--- src/common/pss_pkg.sv ---
// Purpose: constants for the status summary register bank
// Assumes: byte-wide command codes, 8-bit status bytes, 16-bit status word
// Notes: command codes of the word and single byte are chosen locally
package pss_pkg;
    localparam logic [7:0] CMD_STATUS_SINGLE_BYTE = 8'h78;
    localparam logic [7:0] CMD_SUMMARY_STATUS_WORD = 8'h79;
    localparam logic [7:0] CMD_OUTPUT_VOLTAGE_STATUS = 8'h7a;
    localparam logic [7:0] CMD_OUTPUT_CURRENT_STATUS = 8'h7b;
    localparam logic [7:0] STATUS_BYTE_RESET = 8'h00;
    localparam logic [15:0] STATUS_WORD_RESET = 16'h0000;
    // status word bit positions
    localparam int SW_VOUT_BIT = 15;
    localparam int SW_IOUT_BIT = 14;
    localparam int SW_INPUT_BIT = 13;
    localparam int SW_MFR_BIT = 12;
    localparam int SW_POWER_GOOD_SUMMARY_BIT = 11;
    localparam int SB_BUSY_BIT = 7;
    localparam int SB_OFF_BIT = 6;
    localparam int SB_VOUT_OV_BIT = 5;
    localparam int SB_IOUT_OC_BIT = 4;
    localparam int SB_VIN_UV_BIT = 3;
    localparam int SB_TEMP_BIT = 2;
    localparam int SB_CML_BIT = 1;
    localparam int SB_OTHER_BIT = 0;
    // output-voltage status bit positions
    localparam int VS_OV_FAULT_BIT = 7;
    localparam int VS_UV_FAULT_BIT = 4;
    localparam int VS_MAX_WARN_BIT = 3;
    // output-current status bit positions
    localparam int CS_OC_FAULT_BIT = 7;
    localparam int CS_OC_WARN_BIT = 5;
    localparam int FLAG_COUNT = 9;
    // flag indices into the latch bank
    localparam int FL_VOUT_OV = 0;
    localparam int FL_VOUT_UV = 1;
    localparam int FL_OUTPUT_LIMIT_EXCEEDED_WARNING = 2;
    localparam int FL_IOUT_OCF = 3;
    localparam int FL_IOUT_OCW = 4;
    localparam int FL_INPUT = 5;
    localparam int FL_MFR = 6;
    localparam int FL_TEMP = 7;
    localparam int FL_CML = 8;
endpackage

--- src/rtl/pss_flag.sv ---
// Purpose: one sticky status flag
// Assumes: set and clear are single-cycle pulses on the core clock
// Notes: set wins over a clear in the same cycle
`timescale 1ns/1ps
module pss_flag
    import pss_pkg::*;
(
    input wire logic i_core_clk,
    input wire logic i_nrst,
    input wire logic i_set,
    input wire logic i_clear,
    output logic o_flag
);
    typedef struct packed {
        logic flag;
    } pss_flag_state_type;
    pss_flag_state_type state_reg, state_next;
    always_comb
    begin
        state_next = state_reg;
        if (i_set)
            state_next.flag = 1'b1;
        else if (i_clear)
            state_next.flag = 1'b0;
    end
    always_ff @(posedge i_core_clk or negedge i_nrst)
    begin
        if (!i_nrst)
            state_reg <= '0;
        else
            state_reg <= state_next;
    end
    assign o_flag = state_reg.flag;
endmodule

--- src/rtl/pss_status_regs.sv ---
// Purpose: read-only status word and status bytes for a power controller
// Assumes: fault events are one-cycle pulses from core-clock logic; power-ready pin is asynchronous
// Notes: reads never disturb flags; only i_fault_clear or i_nrst clears them
`timescale 1ns/1ps
module pss_status_regs
    import pss_pkg::*;
(
    input wire logic i_core_clk,
    input wire logic i_nrst,
    input wire logic i_vout_ov_fault,
    input wire logic i_vout_uv_fault,
    input wire logic i_output_limit_exceeded_warning,
    input wire logic i_iout_oc_fault,
    input wire logic i_iout_oc_warning,
    input wire logic i_input_fault,
    input wire logic i_input_uv_fault,
    input wire logic i_mfr_fault,
    input wire logic i_temp_fault,
    input wire logic i_cml_fault,
    input wire logic i_other_fault,
    input wire logic i_output_off,
    input wire logic i_power_ready_pin,
    input wire logic i_fault_clear,
    input wire logic i_rd_req,
    input wire logic [7:0] i_rd_cmd,
    output logic o_rd_valid,
    output logic o_rd_is_word,
    output logic o_rd_unmapped,
    output logic [15:0] o_rd_data,
    output logic o_host_alert_line
);
    typedef struct packed {
        logic rd_valid;
        logic rd_is_word;
        logic rd_unmapped;
        logic [15:0] rd_data;
        logic alert;
        logic vin_uv;
        logic other;
    } pss_top_state_type;
    pss_top_state_type state_reg, state_next;
    logic [FLAG_COUNT-1:0] flag_set;
    logic [FLAG_COUNT-1:0] flag_q;
    logic power_ready_sync;
    logic [7:0] voltage_status;
    logic [7:0] current_status;
    logic [7:0] single_status;
    logic [15:0] status_word;

    pss_sync u_ready_sync (
        .i_core_clk(i_core_clk),
        .i_nrst(i_nrst),
        .i_async(i_power_ready_pin),
        .o_sync(power_ready_sync)
    );

    always_comb
    begin
        flag_set = '0;
        flag_set[FL_VOUT_OV] = i_vout_ov_fault;
        flag_set[FL_VOUT_UV] = i_vout_uv_fault;
        flag_set[FL_OUTPUT_LIMIT_EXCEEDED_WARNING] = i_output_limit_exceeded_warning;
        flag_set[FL_IOUT_OCF] = i_iout_oc_fault;
        flag_set[FL_IOUT_OCW] = i_iout_oc_warning;
        flag_set[FL_INPUT] = i_input_fault | i_input_uv_fault;
        flag_set[FL_MFR] = i_mfr_fault;
        flag_set[FL_TEMP] = i_temp_fault;
        flag_set[FL_CML] = i_cml_fault;
    end

    // one sticky cell per detailed flag; only the explicit clear or i_nrst resets them
    genvar gi;
    generate
        for (gi = 0; gi < FLAG_COUNT; gi++)
        begin : g_flag
            pss_flag u_flag (
                .i_core_clk(i_core_clk),
                .i_nrst(i_nrst),
                .i_set(flag_set[gi]),
                .i_clear(i_fault_clear),
                .o_flag(flag_q[gi])
            );
        end
    endgenerate

    always_comb
    begin
        voltage_status = STATUS_BYTE_RESET;
        voltage_status[VS_OV_FAULT_BIT] = flag_q[FL_VOUT_OV];
        voltage_status[VS_UV_FAULT_BIT] = flag_q[FL_VOUT_UV];
        voltage_status[VS_MAX_WARN_BIT] = flag_q[FL_OUTPUT_LIMIT_EXCEEDED_WARNING];
        current_status = STATUS_BYTE_RESET;
        current_status[CS_OC_FAULT_BIT] = flag_q[FL_IOUT_OCF];
        current_status[CS_OC_WARN_BIT] = flag_q[FL_IOUT_OCW];
        single_status = STATUS_BYTE_RESET;
        single_status[SB_BUSY_BIT] = 1'b0;
        single_status[SB_OFF_BIT] = i_output_off;
        single_status[SB_VOUT_OV_BIT] = flag_q[FL_VOUT_OV];
        single_status[SB_IOUT_OC_BIT] = flag_q[FL_IOUT_OCF];
        single_status[SB_VIN_UV_BIT] = state_reg.vin_uv;
        single_status[SB_TEMP_BIT] = flag_q[FL_TEMP];
        single_status[SB_CML_BIT] = flag_q[FL_CML];
        single_status[SB_OTHER_BIT] = state_reg.other;
        status_word = STATUS_WORD_RESET;
        status_word[SW_VOUT_BIT] = |voltage_status;
        status_word[SW_IOUT_BIT] = |current_status;
        status_word[SW_INPUT_BIT] = flag_q[FL_INPUT];
        status_word[SW_MFR_BIT] = flag_q[FL_MFR];
        status_word[SW_POWER_GOOD_SUMMARY_BIT] = ~power_ready_sync;
        status_word[7:0] = single_status;
    end

    always_comb
    begin
        state_next = state_reg;
        // set wins over clear for the locally held byte flags
        if (i_input_uv_fault)
            state_next.vin_uv = 1'b1;
        else if (i_fault_clear)
            state_next.vin_uv = 1'b0;
        if (i_other_fault || i_iout_oc_warning)
            state_next.other = 1'b1;
        else if (i_fault_clear)
            state_next.other = 1'b0;
        // input undervoltage alone never raises the alert
        if (i_vout_ov_fault || i_vout_uv_fault || i_output_limit_exceeded_warning || i_iout_oc_fault
            || i_iout_oc_warning || i_input_fault || i_mfr_fault || i_temp_fault || i_cml_fault
            || i_other_fault)
            state_next.alert = 1'b1;
        else if (i_fault_clear)
            state_next.alert = 1'b0;
        // registered read answer one cycle after the request; flags untouched
        state_next.rd_valid = i_rd_req;
        state_next.rd_is_word = 1'b0;
        state_next.rd_unmapped = 1'b0;
        state_next.rd_data = state_reg.rd_data;
        if (i_rd_req)
        begin
            unique case (i_rd_cmd)
                CMD_SUMMARY_STATUS_WORD:
                begin
                    state_next.rd_data = status_word;
                    state_next.rd_is_word = 1'b1;
                end
                CMD_STATUS_SINGLE_BYTE:
                    state_next.rd_data = {8'h00, single_status};
                CMD_OUTPUT_VOLTAGE_STATUS:
                    state_next.rd_data = {8'h00, voltage_status};
                CMD_OUTPUT_CURRENT_STATUS:
                    state_next.rd_data = {8'h00, current_status};
                default:
                begin
                    state_next.rd_data = 16'h0000;
                    state_next.rd_unmapped = 1'b1;
                end
            endcase
        end
    end

    always_ff @(posedge i_core_clk or negedge i_nrst)
    begin
        if (!i_nrst)
            state_reg <= '0;
        else
            state_reg <= state_next;
    end

    assign o_rd_valid = state_reg.rd_valid;
    assign o_rd_is_word = state_reg.rd_is_word;
    assign o_rd_unmapped = state_reg.rd_unmapped;
    assign o_rd_data = state_reg.rd_data;
    assign o_host_alert_line = state_reg.alert;
endmodule

--- src/rtl/pss_sync.sv ---
// Purpose: two-flop synchroniser for a pin level
// Assumes: level input from another domain
// Notes: first stage feeds only the second
`timescale 1ns/1ps
module pss_sync
    import pss_pkg::*;
(
    input wire logic i_core_clk,
    input wire logic i_nrst,
    input wire logic i_async,
    output logic o_sync
);
    typedef struct packed {
        logic meta;
        logic sync;
    } pss_sync_state_type;
    pss_sync_state_type state_reg, state_next;
    always_comb
    begin
        state_next.meta = i_async;
        state_next.sync = state_reg.meta;
    end
    always_ff @(posedge i_core_clk or negedge i_nrst)
    begin
        if (!i_nrst)
            state_reg <= '0;
        else
            state_reg <= state_next;
    end
    assign o_sync = state_reg.sync;
endmodule

--- config.mk ---
export PLATFORM = sky130hd
export DESIGN_NAME = pss_status_regs
export DESIGN_NICKNAME = d
export VERILOG_FILES = /design/src/common/pss_pkg.sv /design/src/rtl/pss_flag.sv /design/src/rtl/pss_status_regs.sv /design/src/rtl/pss_sync.sv
export SDC_FILE = /design/constraint.sdc
export NUM_CORES = 1
export LEC_CHECK = 0
export ABC_AREA = 1
export BUFFER_PORTS_ARGS = -buffer_cell sky130_fd_sc_hd__buf_2
export CORE_MARGIN = 4
export CORE_UTILIZATION = 30
export DETAILED_ROUTE_END_ITERATION = 8
export PLACE_DENSITY = 0.52
export SYNTH_ARGS = -nofsm -noshare
export SYNTH_HDL_FRONTEND = slang
export SYNTH_SLANG_ARGS = --single-unit
--- constraint.sdc ---
create_clock -name i_core_clk -period 0.9 [get_ports i_core_clk]
set_clock_uncertainty 0.15 [all_clocks]
set_input_delay 0.18 -clock i_core_clk [delete_from_list [all_inputs] [get_ports i_core_clk]]
set_output_delay 0.18 -clock i_core_clk [all_outputs]
set_load 0.01 [all_outputs]
-- Word level (Yosys, flattened, before mapping)
Index checks and enable logic that the tools add are counted.
- register bits after elaboration: 33
- latch bits: 0
- bits in writable memories: 0
- bits in read-only memories: 0
- input bits: 25
- word-level logic and storage cells: 66
- memories: 0
- add/subtract/negate cells: 0
- $mul: 0
- div/mod/pow operators: 0
- order comparisons: 0
- eq/ne operators: 4
- shifts and indexed selects: 0
- multiplexer cells: 17
- bitwise gates (word level): 2
- reduce and logical (&&, ||, !) cells: 25
- operator list (operator ; number):
    $pmux 16 s4 ; 1
    $eq 8x7->1 const B ; 4
    $reduce_bool 2->1 ; 12
    $mux 18 ; 1
    $mux 1 ; 15
    $logic_or 1x1->1 ; 10
    $reduce_or 4->1 ; 1
    $reduce_or 3->1 ; 1
    $reduce_or 2->1 ; 1
    $not 1->1 ; 1
    $or 1x1->1 ; 1

-- Depth between registers and ports, before layout
Gate-level depths: netlist of run 1.
- depth in word-level cells: 10
- gate-level depth with buffers: 8
- mapped depth without buffers: 7

-- Hierarchy
From an unflattened synthesis of run 1, not the netlist that was laid out.
- cell total of the unflattened synthesis: 159
- area total of the unflattened synthesis: 1381.3 um^2
- modules (own cells, without submodules) (module ; instances ; cells an instance ; area an instance (um^2) ; sequential area each (um^2)):
    pss_status_regs ; 1 ; 112 ; 970.9 ; 475.5
    pss_flag ; 9 ; 5 ; 40.0 ; 25.0
    pss_sync ; 1 ; 2 ; 50.0 ; 50.0

-- Least setup slack after synthesis of run 1
OpenSTA, ideal clock, no wires.
- path kind: reg2reg
- from: register o_host_alert_line (netlist name)
- to: register state_reg, in the netlist o_host_alert_line
- arrival time: 0.705 ns
- slack: -0.090 ns
- cell stages (with the launch flop): 3
- path buffers: 0
- clock period less this slack: 0.990 ns
- path through: dfrtp_1 a211oi_1 nand3_1
- RTL lines (item ; line ; RTL):
    end signal: assignment ; pss_status_regs.sv:165 ; state_reg <= state_next;
    end: declaration ; pss_status_regs.sv:41 ; pss_top_state_type state_reg, state_next;

-- Worst setup path in the final report of run 1
- from: register state_reg, in the netlist o_rd_data[4]
- to: output port o_rd_data[4]
- RTL lines (item ; line ; RTL):
    end: declaration ; pss_status_regs.sv:29 ; output logic [15:0] o_rd_data,
No word-level cell between the ends.

==> impl_results.md, run 1 <==
- Initial Util: 31.7%
- Required @ worst endpoint: 0.57 ns
- Initial DRC count: 24
- Fillers: 393
- Simple-Gate Fraction of Synth Area: 22.3%
- CTS tree: built
- Cts bufs inserted: 5
- Crit-path cells: buf_6
- Fin nets: 224
- Detailed Routing Iterations Pass 1: 4
- Post-route ant nets: 0
- Gp weighted congestion: 0.806
- Max Cap Viol: 0
- Post-synthesis compound-gate area fraction: 12.8%
- Post-synthesis xor/xnor area fraction: 0%
- Outcome: complete, but fails checks
- Fin util: 48.2%
- Vias per cell: 4.54
- Synthesized area: 1300 µm²
- Pre-CTS setup slack: -0.339 ns
- H-tree Lvls: 2
- RSZ-0062 raised after global routing: true
- Most used DFF post-synth: dfrtp_1
- Yosys top cell by area: dfrtp_1
- Routed length per placed instance: 12.5 µm
- Largest net degree at the start of global routing: 31
- Overflow left after global routing: 0
- CP bufs+invs: 1
- Leak: 0.00105 µW
- PD cells: 1410 nW/µm²
- Critical Setup Path Class: reg -> out
- R2R cell count: 3
- Adder-Cell Fraction of Synth Area: 0%
- Failing checks: negative hold slack, negative setup slack
- Die Wd: 73.9 µm
- Critical path arrival: 0.81 ns
- Worst-path clk slew: 0.06 ns
- Vias in the first global route: 1079
- Post-Layout Cell Count: 248
- Combinational family with the most area after synthesis: simple AND/OR/NAND/NOR gates
- Worst hold stages: 2
- Tcrit/Tclk final: 126%
- Post-route DRC violation count: 0
- Mux contribution to synthesized area: 0%
- Routed via count: 1126
- Syn Area/Cell: 10.0 µm²
- Synth async-reset ratio: 100%
- PortBufs: 41
- Setup crit start: o_rd_data[4]
- Slack of the critical path: -0.235 ns
- Number of inserted diodes: 0
- Yosys reg bits: 30
- Post-DP HPWL: 2290 µm
- Stages on worst setup path: 1
- Layout cells sized above 1: 54.0%
- CTS sink cnt: 30
- DIE AREA: 5460 µm²
- Final Slew Violations: 0
- Global-route wire length before repair: 4930 µm
- Worst min path class: in -> reg
- Post-Synthesis Cells: 130
- Hold_buf cts: 3
- Synth area leaders: dfrtp_1 (58%), nand2_1 (8.1%), nand3_1 (4.6%), o21ai_2 (3.4%), a21o_1 (2.9%)
- Pwr Total: 2790 µW
- # rows: 23
- Final period demand of the worst path: 1.14 ns
- Max Clk Rate: 881 MHz
- Worst-Skew Late Latency: 0.27 ns
- Setup Viol. Count Final: 28
- Initial antenna violation count: 0
- R2r startpoint: o_host_alert_line
- CTS max path bufs: 2
- Most common cell in the netlist: dfrtp_1
- Post-synth top area share: 57.6%
- Count of final hold-check violations: 10
- Sequential fraction of the synthesis area: 57.6%
- VDD IR-drop max: 0.000805 V
- Root Driver: clkbuf_8
- Ports: 45
- Register area: 752 µm²
- Yosys warning count: 0
- Total wire length: 3090 µm
- Area occupied by multi-input gates: 572 µm²
- Hold Slack: -0.0433 ns
- Worst Setup Start Kind: flop
- Synth-to-Final Area Change: 52.0%
- Cell count after placement: 227
- CP delay by family, top: flip-flops
- Most instantiated cells after synthesis: dfrtp_1 (30), nand2_1 (28), nand3_1 (12)
- Hold path start: i_output_limit_exceeded_warning
- Max stage delay cell, worst path: dfrtp_1
- Core area: 4120 µm²
- Distinct cell type count after synthesis: 24
- Tot GR Track Use: 12.0%
- CP Max Fanout: 2
- CP Capture Type: output pin
- EDFF count, synth: 0
- Chip height: 73.9 µm
- Largest stage delay on the critical path: 0.40 ns
[layer usage]
metal  track usage (%)  share of wire (%)  vias to the layer above
met4              5.23                2.2                        0
met1              14.2                 43                      526
met5                 0                  0                        -
li1                  -                  -                      555
met3              4.92                7.7                        8
met2              19.3                 47                       37
[final timing paths]
check                                          end  slack [ns]
min in group asynchronous             o_rd_data[3]        0.24
max in group asynchronous  g_flag[3].u_flag.o_flag        0.19
setup reg to reg                 o_host_alert_line       -0.14
hold / removal             g_flag[2].u_flag.o_flag       -0.04
hold reg to reg                u_ready_sync.o_sync        0.21
setup / recovery                      o_rd_data[4]       -0.24
[metrics by stage]
step                area (µm²)  setup TNS [ns]
floorplan                 1370          -0.376
global placement          1680           -4.01
detailed placement        1680           -4.57
CTS                       1860           -4.19
global route              1980           -5.25
finish                    1980           -4.14
[registers in the layout, indices dropped and copies added, names as in the netlist]
signal,count
o_rd_data,13
g_flag.u_flag.o_flag,9
single_status,2
o_host_alert_line,1
o_rd_is_word,1
o_rd_unmapped,1
o_rd_valid,1
u_ready_sync.o_sync,1
u_ready_sync.state_next,1
[power breakdown]
| group | total [µW] | internal (µW) | switching (µW) |
|---|---|---|---|
| Sequential | 1430 | 1390 | 32.0 |
| Clock | 1030 | 588 | 446 |
| Combinational | 328 | 151 | 177 |
| Total | 2790 | 2130 | 654 |
[kinds of logic (layout without fill, tap and decap cells)]
group | Yosys count | in the layout
buffers and inverters | 17 | 83
other | 1 | 3
AO/OA/AOI/OAI | 23 | 23
AND/OR/NAND/NOR | 59 | 59
flip-flops | 30 | 30
[area by class of cell]
cell class                      count  area share [%]
Sequential cell                    30            37.9
Inverter                           12            3.03
Clock buffer                        6            4.17
Multi-Input combinational cell     85            28.9
Tap cell                           50            3.16
Timing Repair Buffer               65            22.9
[placed cells by master, fill, tap and decap left out, types with 5 or more instances in the layout]
master | Yosys | final
clkbuf_8 | 0 | 6
o21ai_2 | 5 | 6
nand2_1 | 28 | 24
buf_4 | 3 | 16
buf_2 | 0 | 39
dfrtp_1 | 30 | 29
inv_1 | 9 | 7
nand3_2 | 0 | 9
nor2_1 | 7 | 5
a21o_1 | 5 | 5
[repair_timing]
item / 4_1_cts / 5_1_grt
resized for setup: 8 / 18
endpoints found under the setup margin: 30 / 31
endpoints found under the hold margin: 42 / 10
pin swaps: 15 / 8
buffers inserted: 5 / 8
No activity file was read; power rests on OpenSTA's default activity.
==> run 2: changes to the inputs <==
CORE_ASPECT_RATIO = 1.75   (was unset)
==> run 2 against run 1 <==
Effect of this change: the run still ends with negative hold slack, negative setup slack left; flip-flop and latch count stayed put; maximum frequency decreased by 0.47%; global-route usage grew 0.97 points; register-to-register slack about the same; via count rose by 2.6%; clock-buffer cell count rose by 1; first-iteration DRC count decreased by 42%; clock power up 5%; critical endpoint is now o_rd_data[3]; largest cell class unchanged; largest power group unchanged.
==> impl_results.md, run 2 (synthesized netlist as in run 1, its figures left out) <==
- Count of final hold-check violations: 9
- Root Driver: clkbuf_8
- CP bufs+invs: 1
- Cts bufs inserted: 5
- DIE AREA: 5510 µm²
- Synth-to-Final Area Change: 64.2%
- VDD IR-drop max: 0.000876 V
- Fin nets: 229
- Core area: 4190 µm²
- Hold Slack: -0.0555 ns
- Vias in the first global route: 1231
- Routed length per placed instance: 12.5 µm
- Slack of the critical path: -0.241 ns
- Die Wd: 57.8 µm
- Worst min path class: in -> reg
- Initial DRC count: 14
- Failing checks: negative hold slack, negative setup slack
- H-tree Lvls: 2
- Vias per cell: 4.55
- Initial antenna violation count: 0
- Required @ worst endpoint: 0.57 ns
- Outcome: complete, but fails checks
- PortBufs: 41
- Chip height: 95.2 µm
- Commonest cells after routing, fill and taps aside: buf_2 (38), dfrtp_1 (29), nand2_1 (21)
- # rows: 31
- CTS sink cnt: 30
- Largest stage delay on the critical path: 0.39 ns
- Detailed Routing Iterations Pass 1: 4
- Largest net degree at the start of global routing: 23
- Worst Setup Start Kind: flop
- Global-route wire length before repair: 5530 µm
- Layout cells sized above 1: 60.5%
- PD cells: 1340 nW/µm²
- Max stage delay cell, worst path: dfrtp_1
- Gp weighted congestion: 0.839
- Post-route ant nets: 0
- RSZ-0062 raised after global routing: true
- Worst-path clk slew: 0.06 ns
- Critical path arrival: 0.81 ns
- Pwr Total: 2860 µW
- CP Max Fanout: 2
- Initial Util: 31.1%
- Post-route DRC violation count: 0
- Cell count after placement: 229
- Commonest non-fill, non-tap cell in the layout: buf_2
- Setup Total Neg Slack: -4.21 ns
- Tcrit/Tclk final: 127%
- Worst-Skew Late Latency: 0.28 ns
- Flop-to-flop setup slack: -0.15 ns
- Total wire length: 3190 µm
- Number of inserted diodes: 0
- Final period demand of the worst path: 1.14 ns
- Max Cap Viol: 0
- CP Capture Type: output pin
- Tot GR Track Use: 13.0%
- Overflow left after global routing: 0
- Leak: 0.00111 µW
- Setup Viol. Count Final: 24
- Critical Setup Path Class: reg -> out
- Routed via count: 1155
- CTS tree: built
- Final Slew Violations: 0
- Crit-path cells: buf_2
- CP delay by family, top: flip-flops
- Hold_buf cts: 2
- Post-DP HPWL: 2420 µm
- CTS max path bufs: 2
- Ports: 45
- Max Clk Rate: 877 MHz
- Largest register FFs: 13
- Post-Layout Cell Count: 254
[run 2: cell count changes in the layout (fill, tap and decap cells not counted), sizes merged]
| cell | before | now |
|---|---|---|
| clkinv | 0 | 1 |
| dlymetal6s4s | 1 | 0 |
| buf | 62 | 67 |
| clkbuf | 6 | 8 |
[run 2: worst register-to-register path, cell delays in order (launching register included)]
cell      delay (ns)
dfrtp_1         0.38
buf_4           0.14
a211oi_2        0.16
nand3_1         0.09
[run 2: area by class of cell]
class | instances | area (µm²)
Timing Repair Buffer | 70 | 515
Clock buffer | 7 | 86.3
Multi-Input combinational cell | 85 | 661
Sequential cell | 30 | 752
Clock inverter | 1 | 5.00
Tap cell | 49 | 61.3
Fill cell | 396 | 2050
Inverter | 12 | 60.1
[run 2: worst paths after layout]
path / endpoint / start / cells past startpoint
worst min register to register: u_ready_sync.o_sync / u_ready_sync.state_next[0] / 0
min in group asynchronous: u_ready_sync.state_next[0] / i_nrst / 2
worst min-delay path: g_flag[2].u_flag.o_flag / i_output_limit_exceeded_warning / 2
max in group asynchronous: g_flag[3].u_flag.o_flag / i_nrst / 3
worst max register to register: o_host_alert_line / o_host_alert_line / 3
worst max-delay path: o_rd_data[3] / o_rd_data[3] / 1
[run 2: through the flow]
| stage | instance area [µm²] | utilization, % | setup WS, ns |
|---|---|---|---|
| finish | 2140 | 51.1 | -0.241 |
| CTS | 2000 | 47.8 | -0.257 |
| global route | 2140 | 51.1 | -0.273 |
| detailed placement | 1700 | 40.7 | -0.325 |
| global placement | 1700 | 40.7 | -0.286 |
| floorplan | 1370 | - | -0.0396 |
[run 2: metal layers]
layer  up-vias  track usage (%)  share of wire (%)
li1        568                -                  -
met1       553             13.9                 36
met2        28             23.4                 56
met3         6             3.52                5.8
met4         0             5.80                1.9
met5         -                0                  0
[run 2: timing repair]
action                                  in CTS  in global routing
endpoints found under the setup margin      30                 55
endpoints found under the hold margin       40                  9
setup buffers                                8                  7
gates cloned                                 1                  0
pin swaps                                   16                 14
gates resized for setup                     21                 25
[run 2: where the power goes]
part / total (µW) / switching, µW / internal, µW
clock network: 1080 / 467 / 615
registers: 1420 / 31.3 / 1390
logic: 358 / 196 / 162
total: 2860 / 694 / 2170
==> run 3: changes to the inputs <==
CAP_MARGIN = 20   (was unset)
SETUP_SLACK_MARGIN = 0.3   (was unset)
==> run 3 against run 2 <==
Effect of this change: total power is 0.96% higher; sequential power is essentially flat; routed wire length increased by 2.7%; setup slack improved by 0.0036 ns; sequential share of layout area is 0.17 points lower; core utilization rose by 0.33 points; non-clock buffer count up 2; the run still ends with negative hold slack, negative setup slack left; clock-buffer cell count stayed put; via count increased by 1.7%.
==> impl_results.md, run 3 (synthesized netlist as in run 1, its figures left out) <==
- Critical path arrival: 0.81 ns
- Overflow left after global routing: 0
- Initial DRC count: 13
- Seq pwr share: 49.4%
- Cell area after layout: 2150 µm²
- Hold Slack: -0.408 ns
- Cell count after placement: 229
- CP Max Fanout: 2
- H-tree Lvls: 2
- Count of final hold-check violations: 40
- Largest net degree at the start of global routing: 24
- Post-Layout Cell Count: 256
- Ports: 45
- Routed length per placed instance: 12.8 µm
- Comb power frac: 12.4%
- Chip height: 95.2 µm
- Final period demand of the worst path: 1.14 ns
- Initial antenna violation count: 0
- VDD IR-drop max: 0.000994 V
- Final Slew Violations: 0
- Worst-path clk slew: 0.06 ns
- Tcrit/Tclk final: 126%
- Post-route ant nets: 0
- CP Capture Type: output pin
- Commonest non-fill, non-tap cell in the layout: buf_2
- Largest register FFs: 13
- Max Clk Rate: 879 MHz
- Initial Util: 31.1%
- Gp weighted congestion: 0.793
- Worst Setup Start Kind: flop
- Critical Setup Path Class: reg -> out
- Root Driver: clkbuf_8
- Vias in the first global route: 1250
- Number of inserted diodes: 0
- # rows: 31
- PD cells: 1340 nW/µm²
- CP bufs+invs: 1
- Commonest cells after routing, fill and taps aside: buf_2 (40), dfrtp_1 (28), nand2_1 (21), buf_4 (21)
- Synth-to-Final Area Change: 65.3%
- Layout cells sized above 1: 64.3%
- Slack of the critical path: -0.237 ns
- Setup Viol. Count Final: 33
- Tot GR Track Use: 13.3%
- DIE AREA: 5510 µm²
- CTS sink cnt: 30
- RSZ-0062 raised after global routing: true
- Internal: 2170 µW
- PortBufs: 41
- Required @ worst endpoint: 0.57 ns
- Switching fraction of total power: 25.0%
- Post-route DRC violation count: 0
- CTS max path bufs: 2
- Pwr Total: 2890 µW
- Dpl cell area: 1720 µm²
- Routed via count: 1175
- Max Cap Viol: 0
- Detailed Routing Iterations Pass 1: 3
- Psw: 722 µW
- Pre-CTS setup slack: -0.293 ns
- Worst-Skew Late Latency: 0.28 ns
- CP delay by family, top: flip-flops
- Clock power share: 38.2%
- Failing checks: negative hold slack, negative setup slack
- Global-route wire length before repair: 5490 µm
- CTS tree: built
- Core area: 4190 µm²
- Cts bufs inserted: 5
- Worst min path class: in -> async
- Outcome: complete, but fails checks
- Fin nets: 231
- Total wire length: 3270 µm
- Largest stage delay on the critical path: 0.39 ns
- Die Wd: 57.8 µm
- Leak: 0.00111 µW
- Post-DP HPWL: 2390 µm
- Max stage delay cell, worst path: dfrtp_1
- Crit-path cells: buf_2
- Vias per cell: 4.59
## run 3: cell count changes in the layout (fill, tap and decap cells not counted), moves of 3 or more
cell     delta
buf_6       +3
nand3_2     -3
inv_1       -4
inv_2       +3
## run 3: worst paths after layout
kind                                                 start                    endpoint  slack, ns  cells past startpoint
worst max-delay path                          o_rd_data[1]                o_rd_data[1]      -0.24                      1
worst min-delay path                                i_nrst  u_ready_sync.state_next[0]      -0.41                      1
worst max register to register           o_host_alert_line           o_host_alert_line      -0.15                      3
worst min register to register  u_ready_sync.state_next[0]         u_ready_sync.o_sync       0.23                      0
max in group asynchronous                           i_nrst     g_flag[3].u_flag.o_flag       0.62                      2
min in group i_core_clk                  i_power_ready_pin  u_ready_sync.state_next[0]      -0.15                      1
## run 3: what timing repair did
action,4_1_cts,5_1_grt
gates resized for setup,25,21
endpoints found under the setup margin,45,45
pin swaps,11,12
buffers inserted,13,5
gates cloned,1,0
endpoints found under the hold margin,40,40
## run 3: layout make-up
| cell class | instances | area, µm² |
|---|---|---|
| clock buffers | 7 | 86.3 |
| clock inverters | 1 | 5.00 |
| fillers | 398 | 2030 |
| inverters | 12 | 67.6 |
| multi-input cells | 85 | 662 |
| flip-flops and latches | 30 | 753 |
| well taps | 49 | 61.3 |
| repair buffers | 72 | 519 |
## run 3: metrics by stage
stage               TNS, ns  util (%)
floorplan            -0.377         -
global placement      -3.84      41.2
detailed placement    -4.05      41.2
CTS                   -4.30      48.4
global route          -5.84      51.4
finish                -4.54      51.4
## run 3: worst register-to-register path, stage by stage (launching register included)
cell and delay [ns]:
dfrtp_1 0.38, buf_4 0.14, a211oi_2 0.16, nand3_1 0.09
## run 3: routing by layer
layer	track usage (%)	part of all wire [%]
met1	14.0	36
met2	23.6	56
met3	3.39	5.4
met4	7.54	2.3
met5	0	0
## run 3: power by group through the flow
| stage | registers (µW) | clock network, µW | logic (µW) |
|---|---|---|---|
| floorplan | 1440 | 0 | 133 |
| global placement | 1440 | 0 | 306 |
| detailed placement | 1450 | 0 | 312 |
| CTS | 1430 | 1130 | 349 |
| global route | 1430 | 1180 | 396 |
| finish | 1430 | 1100 | 360 |
